<file path="config.mk">
export PLATFORM = sky130hd
export DESIGN_NAME = prm_top
export DESIGN_NICKNAME = d
export VERILOG_FILES = /design/src/verilog/prm_pkg.sv /design/src/verilog/prm_stream_if.sv /design/src/verilog/prm_fifo.sv /design/src/verilog/prm_top.sv
export VERILOG_INCLUDE_DIRS = /design/src /design/src/verilog
export SDC_FILE = /design/constraint.sdc
export NUM_CORES = 2
export LEC_CHECK = 0
export ABC_AREA = 1
export BUFFER_PORTS_ARGS = -buffer_cell sky130_fd_sc_hd__buf_2
export CAP_MARGIN = 30
export CELL_PAD_IN_SITES_DETAIL_PLACEMENT = 2
export CELL_PAD_IN_SITES_GLOBAL_PLACEMENT = 2
export CORE_UTILIZATION = 45
export CTS_CLUSTER_SIZE = 10
export DETAILED_ROUTE_END_ITERATION = 16
export HOLD_SLACK_MARGIN = 0.1
export PLACE_DENSITY_LB_ADDON = 0.1
export SYNTH_ARGS = -nofsm -noshare
export SYNTH_HDL_FRONTEND = slang
export SYNTH_SLANG_ARGS = --single-unit
</file>
<file path="constraint.sdc">
create_clock -name clock -period 30.2 [get_ports clock]
set_input_delay 1.51 -clock clock [delete_from_list [all_inputs] [get_ports clock]]
set_output_delay 1.51 -clock clock [all_outputs]
set_load 0.05 [all_outputs]
</file>
<file path="src/verilog/prm_cfg.svh">
/*
 packet receive module configuration constants.
 assumes inclusion by the package, the top module and the bench.
*/
// What this block does
// busy sets when reception starts
// busy holds until buffers drained
// deserialize into buffer before memory write
// switch-off code finishes current reception
// trace packets up to 88 bits
// one-bit port: 91 interface clocks
// sixteen-bit port: 9 interface clocks
// software waits 95 clocks before reading busy
// port width selectable, one or sixteen
`ifndef PRM_CFG_SVH
`define PRM_CFG_SVH
`define PRM_PKT_BITS     88
`define PRM_PORT_W       16
`define PRM_SW_OFF       4'h5
`define PRM_SW_RST       4'hA
`define PRM_OVH_CLKS     3
`define PRM_W1_CLKS      91
`define PRM_W16_CLKS     9
`define PRM_SW_WAIT_CLKS 95
`define PRM_FIFO_DEPTH   32
`define PRM_BIT_CNT_W    7
`endif

</file>
<file path="src/verilog/prm_pkg.sv">
/*
 types of the packet receive module.
 assumes prm_cfg.svh is on the include path.
*/
`include "prm_cfg.svh"
package prm_pkg;
	typedef logic [`PRM_PKT_BITS-1:0] prm_pkt_t;
	typedef enum logic {PRM_W1, PRM_W16} prm_width_t;
	typedef enum logic [1:0] {PRM_IDLE, PRM_SHIFT, PRM_PAD, PRM_PUSH}
		prm_rx_state_t;
endpackage

</file>
<file path="src/verilog/prm_stream_if.sv">
/*
 valid/ready packet stream between receiver and fifo.
 assumes a single clock domain shared by both ends.
*/
interface prm_stream_if;
	import prm_pkg::*;
	logic     valid;
	logic     ready;
	prm_pkt_t data;
	modport src (output valid, output data, input ready);
	modport snk (input valid, input data, output ready);
endinterface

</file>
<file path="src/verilog/prm_fifo.sv">
/*
 packet fifo, parameter width and depth, valid/ready on both sides.
 assumes synchronous use on clock, reset active high async.
*/
module prm_fifo #(
	parameter int WIDTH = 88,
	parameter int DEPTH = 32
) (
	// clock and reset
	input  wire logic             clock,
	input  wire logic             rst,
	// fill side
	prm_stream_if.snk             wr,
	// drain side
	output logic                  rd_valid,
	output logic [WIDTH-1:0]      rd_data,
	input  wire logic             rd_ready,
	// state
	output logic                  empty
);
	localparam int AW = $clog2(DEPTH);
	logic [WIDTH-1:0] mem [DEPTH];
	logic [AW:0]      wp_q;
	logic [AW:0]      wp_d;
	logic [AW:0]      rp_q;
	logic [AW:0]      rp_d;
	logic             full;
	logic             push;
	logic             pop;

	assign full = (wp_q[AW] != rp_q[AW]) && (wp_q[AW-1:0] == rp_q[AW-1:0]);
	assign empty = (wp_q == rp_q);
	assign wr.ready = !full;
	assign rd_valid = !empty;
	assign rd_data = mem[rp_q[AW-1:0]];
	assign push = wr.valid && !full;
	assign pop = rd_ready && !empty;

	always_comb begin
		wp_d = wp_q + (AW+1)'(push);
		rp_d = rp_q + (AW+1)'(pop);
	end

	always_ff @(posedge clock or posedge rst) begin
		if (rst) begin
			wp_q <= '0;
			rp_q <= '0;
		end else begin
			wp_q <= wp_d;
			rp_q <= rp_d;
		end
	end

	always_ff @(posedge clock) begin
		if (push) begin
			mem[wp_q[AW-1:0]] <= wr.data;
		end
	end
endmodule

</file>
<file path="src/verilog/prm_top.sv">
/*
 packet receive module: samples the interface clock, deserializes
 packets of 88 bits on a 1 or 16 bit port, buffers them, writes out.
 assumes link pins are asynchronous to clock; memory side is on clock.
*/
`include "prm_cfg.svh"
module prm_top (
	// clock and reset
	input  wire logic               clock,
	input  wire logic               rst,
	// receiver global control
	input  wire logic [3:0]         power_switch,
	input  wire prm_pkg::prm_width_t port_width,
	output logic                    busy,
	output logic                    enabled,
	// external interface
	input  wire logic               receiver_interface_clock,
	input  wire logic               frame_sync,
	input  wire logic [15:0]        rx_data,
	// destination memory write
	output logic                    mem_wr_valid,
	output logic [87:0]             mem_wr_data,
	input  wire logic               mem_wr_ready,
	// diagnostics
	output logic                    pkt_done
);
	import prm_pkg::*;

	// two-stage synchronisers, third link clock stage for edge detect
	logic        clk_s1_q;
	logic        clk_s2_q;
	logic        clk_s3_q;
	logic        fs_s1_q;
	logic        fs_s2_q;
	logic [15:0] dat_s1_q;
	logic [15:0] dat_s2_q;
	logic        link_edge;

	always_ff @(posedge clock or posedge rst) begin
		if (rst) begin
			clk_s1_q <= 1'b0;
			clk_s2_q <= 1'b0;
			clk_s3_q <= 1'b0;
			fs_s1_q  <= 1'b0;
			fs_s2_q  <= 1'b0;
			dat_s1_q <= 16'h0000;
			dat_s2_q <= 16'h0000;
		end else begin
			clk_s1_q <= receiver_interface_clock;
			clk_s2_q <= clk_s1_q;
			clk_s3_q <= clk_s2_q;
			fs_s1_q  <= frame_sync;
			fs_s2_q  <= fs_s1_q;
			dat_s1_q <= rx_data;
			dat_s2_q <= dat_s1_q;
		end
	end
	assign link_edge = clk_s2_q && !clk_s3_q;

	// enable from the power switch field
	logic en_q;
	logic en_d;
	always_comb begin
		en_d = en_q;
		if (power_switch == `PRM_SW_RST) begin
			en_d = 1'b1;
		end else if (power_switch == `PRM_SW_OFF) begin
			en_d = 1'b0;
		end
	end
	always_ff @(posedge clock or posedge rst) begin
		if (rst) begin
			en_q <= 1'b0;
		end else begin
			en_q <= en_d;
		end
	end

	function automatic logic [6:0] step_bits(prm_width_t w);
		return (w == PRM_W16) ? 7'd16 : 7'd1;
	endfunction

	// deserializer
	prm_stream_if    pkt_if ();
	prm_rx_state_t   st_q;
	prm_rx_state_t   st_d;
	prm_pkt_t        sh_q;
	prm_pkt_t        sh_d;
	logic [6:0]      cnt_q;
	logic [6:0]      cnt_d;
	prm_width_t      w_q;
	prm_width_t      w_d;
	logic            done_q;
	logic            done_d;
	logic            fifo_empty;
	logic [6:0]      step;
	logic [103:0]    wide;

	assign step = step_bits(w_q);
	assign pkt_if.valid = (st_q == PRM_PUSH);
	assign pkt_if.data = sh_q;

	always_comb begin
		st_d   = st_q;
		sh_d   = sh_q;
		cnt_d  = cnt_q;
		w_d    = w_q;
		done_d = 1'b0;
		wide   = {dat_s2_q, sh_q};
		unique case (st_q)
			PRM_IDLE: begin
				// start only while enabled
				if (en_q && link_edge && fs_s2_q) begin
					w_d   = port_width;
					cnt_d = 7'd0;
					st_d  = PRM_SHIFT;
				end
			end
			// shift by selected width
			// R5 88 bit packet
			PRM_SHIFT: begin
				if (link_edge) begin
					if (w_q == PRM_W16) begin
						sh_d = wide[103:16];
					end else begin
						sh_d = {dat_s2_q[0], sh_q[87:1]};
					end
					cnt_d = cnt_q + step;
					if (cnt_q + step >= 7'(`PRM_PKT_BITS)) begin
						cnt_d = 7'd0;
						st_d  = PRM_PAD;
					end
				end
			end
			// trailing deserialize clocks
			PRM_PAD: begin
				if (link_edge) begin
					cnt_d = cnt_q + 7'd1;
					if (cnt_q == 7'(`PRM_OVH_CLKS - 1)) begin
						st_d = PRM_PUSH;
					end
				end
			end
			// into buffer first
			PRM_PUSH: begin
				if (pkt_if.ready) begin
					done_d = 1'b1;
					st_d   = PRM_IDLE;
				end
			end
		endcase
	end

	always_ff @(posedge clock or posedge rst) begin
		if (rst) begin
			st_q   <= PRM_IDLE;
			sh_q   <= '0;
			cnt_q  <= 7'd0;
			w_q    <= PRM_W1;
			done_q <= 1'b0;
		end else begin
			st_q   <= st_d;
			sh_q   <= sh_d;
			cnt_q  <= cnt_d;
			w_q    <= w_d;
			done_q <= done_d;
		end
	end

	logic     f_valid;
	prm_pkt_t f_data;
	logic     f_ready;

	prm_fifo #(
		.WIDTH(`PRM_PKT_BITS),
		.DEPTH(`PRM_FIFO_DEPTH)
	) u_fifo (
		.clock    (clock),
		.rst      (rst),
		.wr       (pkt_if),
		.rd_valid (f_valid),
		.rd_data  (f_data),
		.rd_ready (f_ready),
		.empty    (fifo_empty)
	);

	// registered memory write stage
	logic     mv_q;
	logic     mv_d;
	prm_pkt_t md_q;
	prm_pkt_t md_d;
	logic     busy_q;
	logic     busy_d;
	assign f_ready = !mv_q || mem_wr_ready;

	always_comb begin
		mv_d = mv_q;
		md_d = md_q;
		if (f_ready) begin
			mv_d = f_valid;
			if (f_valid) begin
				md_d = f_data;
			end
		end
		// busy from reception start
		// busy until drained
		busy_d = (st_d != PRM_IDLE) || (st_q != PRM_IDLE) ||
			!fifo_empty || mv_d;
	end

	always_ff @(posedge clock or posedge rst) begin
		if (rst) begin
			mv_q   <= 1'b0;
			md_q   <= '0;
			busy_q <= 1'b0;
		end else begin
			mv_q   <= mv_d;
			md_q   <= md_d;
			busy_q <= busy_d;
		end
	end

	assign busy = busy_q;
	assign enabled = en_q;
	assign mem_wr_valid = mv_q;
	assign mem_wr_data = md_q;
	assign pkt_done = done_q;
endmodule

</file>
==> results.sh <==
export IMPL_status="finished, violations left"
export IMPL_report_final_slew_viol_count=96
export IMPL_fin_nets=9215
export IMPL_route_detailed_wl_per_inst_um=35.0
export IMPL_cp_startpoint="u_fifo.rp_q[0]"
export IMPL_netlist_area_leader_share=0.709
export IMPL_hold_depth=0
export IMPL_cts_hold_buffers=0
export IMPL_insertion_delay_of_the_later_clocked_pin_in_the_worst_skew_pair_ns=0.95
export IMPL_met3_usage=0.0345
export IMPL_hold_viol_final=0
export IMPL_cts_resized_gates=0
export IMPL_cpMaxStageDelayCell="sky130_fd_sc_hd__dfrtp_4"
export IMPL_post_route_drc_count=0
export IMPL_detail_route_iter0_violations=8766
export IMPL_finalWeightedCongestion=0.757
export IMPL_synth_area_um2=119000
export IMPL_die_width_um=517
export IMPL_worstSetupStartpointType="flop"
export IMPL_postSynthCellCount=9101
export IMPL_maxCapViolCount=0
export IMPL_clock_sinks=3055
export IMPL_worstSetupEndpointType="flop"
export IMPL_antenna_found_initial=8
export IMPL_path_cells="buf_4 > buf_12 > buf_4 > buf_4 > buf_16 > nor2_1 > nor2_1 > o21ai_0 > o21ai_1 > o211ai_1 > nand3_1 > nand3_1 > nand2_1"
export IMPL_final_antenna_net_count=0
export IMPL_timing_reg2reg_worst_path_depth=13
export IMPL_period_minus_slack_ns=5.34
export IMPL_vias_per_cell=6.36
export IMPL_rsz0062_at_grt="false"
export IMPL_detailedPlacementHpwl_um=223000
export IMPL_synth_avg_cell_area_um2=13.1
export IMPL_biggest_area_contributors_in_the_synthesized_netlist="sky130_fd_sc_hd__edfxtp_1 71%, sky130_fd_sc_hd__o21ai_0 6.0%, sky130_fd_sc_hd__nor2_1 5.5%"
export IMPL_clock_skew_ns=0.0440
export IMPL_total_leakage_power_nw=44.9
export IMPL_drt_pass1_iter_count=6
export IMPL_worst_slew_pin_transition_ns=1.60
export IMPL_worst_case_vdd_ir_drop_uv=83.8
export IMPL_post_synth_num_cell_types=33
export IMPL_use_met2=0.581
export IMPL_io_buffer_count=117
export IMPL_synth_nets=9141
export IMPL_ys_warnings_count=0
export IMPL_final_layout_size_suffix_gt1_frac=0.0857
export IMPL_hold_path_startpoint="fs_s1_q"
export IMPL_grt_start_max_net_pins=228
export IMPL_synth_top_cell_by_area="sky130_fd_sc_hd__edfxtp_1"
export IMPL_htree_levels=5
export IMPL_cts_inserted_buffers=350
export IMPL_grt_busiest_layer="met2"
export IMPL_placement_rows=188
export IMPL_routed_wirelength_um=454000
export IMPL_relSlewSlack=-0.0689
export IMPL_first_global_vias=88700
export IMPL_async_reset_ff_frac=0.0782
export IMPL_die_area_um2=267000
export IMPL_grt_first_pass_wirelength_um=641000
export IMPL_global_route_usage_total=0.334
export IMPL_placed_area_um2=124000
export IMPL_failed_checks="max-slew violations"
export IMPL_critPathKind="reg -> reg"
export IMPL_initial_core_utilization=0.453
export IMPL_area_delta_synth_final_pct=14.0
export IMPL_timing_critical_path_mode_cell="sky130_fd_sc_hd__buf_4"
export IMPL_power_density_nw_per_um2=104
export IMPL_cts_root_to_sink_buffers=4
export IMPL_core_area_um2=263000
export IMPL_chipHeight_um=517
export IMPL_clk_pin_slew_ns=0.06
export IMPL_worstPathRequired_ns=31.05
export IMPL_fmax_mhz=187
export IMPL_power_total_mw=14.1
export IMPL_cp_arrival_ns=6.19
export IMPL_cts_tree="built"
export IMPL_cell_count_after_placement=12300
export IMPL_final_cell_area_um2=136000
export IMPL_fin_setup_tns_ns=0
export IMPL_crit_path_max_incr_delay_ns=0.87
export IMPL_finish_cell_count_without_fillers=13000
export IMPL_worst_hold_path_type="reg -> reg"
export IMPL_finalCritPeriodShare=0.177
export IMPL_synth_ff_type="sky130_fd_sc_hd__edfxtp_1"
export IMPL_critical_path_peak_fanout=164
export IMPL_routed_via_count=82500
export IMPL_clk_root_buffer_cell="sky130_fd_sc_hd__clkbuf_16"
export IMPL_grt_util_met1=0.440
export IMPL_postSynthRegisterBits=3055
export IMPL_synth_seq_area_share=0.759
export IMPL_post_cts_repair_setup_buffers=0
export IMPL_global_route_overflow=0
export IMPL_final_setup_viol_count=0
export IMPL_synth_edff_count=2816
export IMPL_worstReg2RegStart="u_fifo.rp_q[0]"
export IMPL_io_pin_count=118
power breakdown:
part | switching, mW | total [mW] | leakage (nW) | internal [mW]
logic | 3.56 | 4.80 | 11.2 | 1.24
registers | 0.248 | 5.35 | 28.8 | 5.10
clock network | 1.75 | 3.98 | 4.89 | 2.23
total | 5.55 | 14.1 | 44.9 | 8.57
area by class of cell:
class / instances / area [um^2]
fill: 24800 / 127000
inverter: 118 / 500
clock buffer: 593 / 9900
sequential: 3055 / 90600
clock inverter: 24 / 372
multi-input combinational: 5279 / 25700
tap: 3515 / 4400
antenna: 5 / 12.5
timing repair buffer: 371 / 4610
cells in the mapped netlist, types with 4 or more instances:
cell type                     n
sky130_fd_sc_hd__o21a_1      16
sky130_fd_sc_hd__nor4_1       4
sky130_fd_sc_hd__ha_1        14
sky130_fd_sc_hd__buf_2       99
sky130_fd_sc_hd__o211ai_1   367
sky130_fd_sc_hd__a21oi_1    134
sky130_fd_sc_hd__inv_1      113
sky130_fd_sc_hd__nand4_1     51
sky130_fd_sc_hd__buf_6       17
sky130_fd_sc_hd__o21ai_0   1435
sky130_fd_sc_hd__xor2_1       9
sky130_fd_sc_hd__nand3_1    366
sky130_fd_sc_hd__nand2_1    586
sky130_fd_sc_hd__clkbuf_1   431
sky130_fd_sc_hd__edfxtp_1  2816
sky130_fd_sc_hd__inv_2        4
sky130_fd_sc_hd__buf_1       48
sky130_fd_sc_hd__xnor2_1      7
sky130_fd_sc_hd__buf_4       53
sky130_fd_sc_hd__nor2_1    1742
sky130_fd_sc_hd__nor3_1       8
sky130_fd_sc_hd__dfrtp_1    239
sky130_fd_sc_hd__o22ai_1    360
sky130_fd_sc_hd__o221ai_1    57
sky130_fd_sc_hd__o21ai_1    115
worst paths after layout:
| kind | to | slack (ns) |
|---|---|---|
| hold / removal | fs_s2_q | 0.35 |
| max in group asynchronous | mem_wr_data[68] | 27.29 |
| setup / recovery | mem_wr_data[79] | 24.86 |
| min in group asynchronous | mem_wr_data[14] | 0.65 |
| hold reg to reg | fs_s2_q | 0.35 |
| setup reg to reg | mem_wr_data[79] | 24.86 |
cell families after synthesis:
| family | after synthesis | synth area share |
|---|---|---|
| AO/OA/AOI/OAI | 2489 | 0.118 |
| XOR/XNOR | 16 | 0.00118 |
| adder cells (fa/ha/maj) | 14 | 0.00147 |
| buffers and inverters | 767 | 0.0279 |
| flip-flops | 3055 | 0.759 |
| AND/OR/NAND/NOR | 2760 | 0.0920 |
per-layer routing:
layer,part of all wire,vias to the layer above
met5,0.000057,-
met4,0.036,4
met3,0.059,914
met2,0.50,3342
met1,0.40,44400
li1,-,33800
critical path: cells and delay by family (launching register included):
kind | cells | cell delay (ns)
AO/OA/AOI/OAI | 3 | 0.42
buffers and inverters | 5 | 3.00
flip-flops | 1 | 0.87
AND/OR/NAND/NOR | 5 | 0.61
registers in the layout (all words and copies together) (netlist names):
signal	flops
clk_s3_q	1
fs_s2_q	1
pkt_if.data	88
mem_wr_valid	1
clk_s1_q	1
u_fifo.mem	2816
pkt_done	1
fs_s1_q	1
dat_s1_q	16
u_fifo.rp_q	6
st_q	2
w_q	1
dat_s2_q	16
mem_wr_data	88
u_fifo.wp_q	6
cnt_q	7
busy	1
clk_s2_q	1
enabled	1
stage by stage:
stage	hold slack, ns	worst slack (ns)	util
floorplan	0.331	20.12	-
global placement	0.335	24.96	0.468
detailed placement	0.338	24.74	0.473
CTS	0.348	24.66	0.512
global route	0.358	24.70	0.517
finish	0.348	24.86	0.517
layout by cell type, fill, tap and decap left out, types with 3 or more instances in the layout:
cell | synthesis | layout
sky130_fd_sc_hd__a21oi_1 | 134 | 134
sky130_fd_sc_hd__nand2_1 | 586 | 585
sky130_fd_sc_hd__nand3_1 | 366 | 366
sky130_fd_sc_hd__buf_4 | 53 | 137
sky130_fd_sc_hd__dfrtp_4 | 0 | 5
sky130_fd_sc_hd__inv_1 | 113 | 109
sky130_fd_sc_hd__o211ai_1 | 367 | 367
sky130_fd_sc_hd__diode_2 | 0 | 5
sky130_fd_sc_hd__nand4_1 | 51 | 51
sky130_fd_sc_hd__o221ai_1 | 57 | 57
sky130_fd_sc_hd__o21ai_0 | 1435 | 1435
sky130_fd_sc_hd__edfxtp_1 | 2816 | 2816
sky130_fd_sc_hd__o22ai_1 | 360 | 360
sky130_fd_sc_hd__o21a_1 | 16 | 16
sky130_fd_sc_hd__xnor2_1 | 7 | 7
sky130_fd_sc_hd__inv_8 | 0 | 7
sky130_fd_sc_hd__clkinv_16 | 0 | 3
sky130_fd_sc_hd__dfrtp_1 | 239 | 234
sky130_fd_sc_hd__o21ai_1 | 115 | 115
sky130_fd_sc_hd__clkbuf_8 | 0 | 6
sky130_fd_sc_hd__inv_6 | 0 | 7
sky130_fd_sc_hd__clkinv_8 | 0 | 9
sky130_fd_sc_hd__buf_2 | 99 | 117
sky130_fd_sc_hd__nor2_4 | 0 | 31
sky130_fd_sc_hd__clkbuf_1 | 431 | 229
sky130_fd_sc_hd__nor3_1 | 8 | 8
sky130_fd_sc_hd__nor4_2 | 0 | 3
sky130_fd_sc_hd__xor2_1 | 9 | 9
sky130_fd_sc_hd__buf_16 | 0 | 88
sky130_fd_sc_hd__ha_1 | 14 | 14
sky130_fd_sc_hd__nor2_1 | 1742 | 1711
sky130_fd_sc_hd__clkbuf_16 | 0 | 358
sky130_fd_sc_hd__buf_12 | 0 | 28
(Power assumes the default switching activity.)
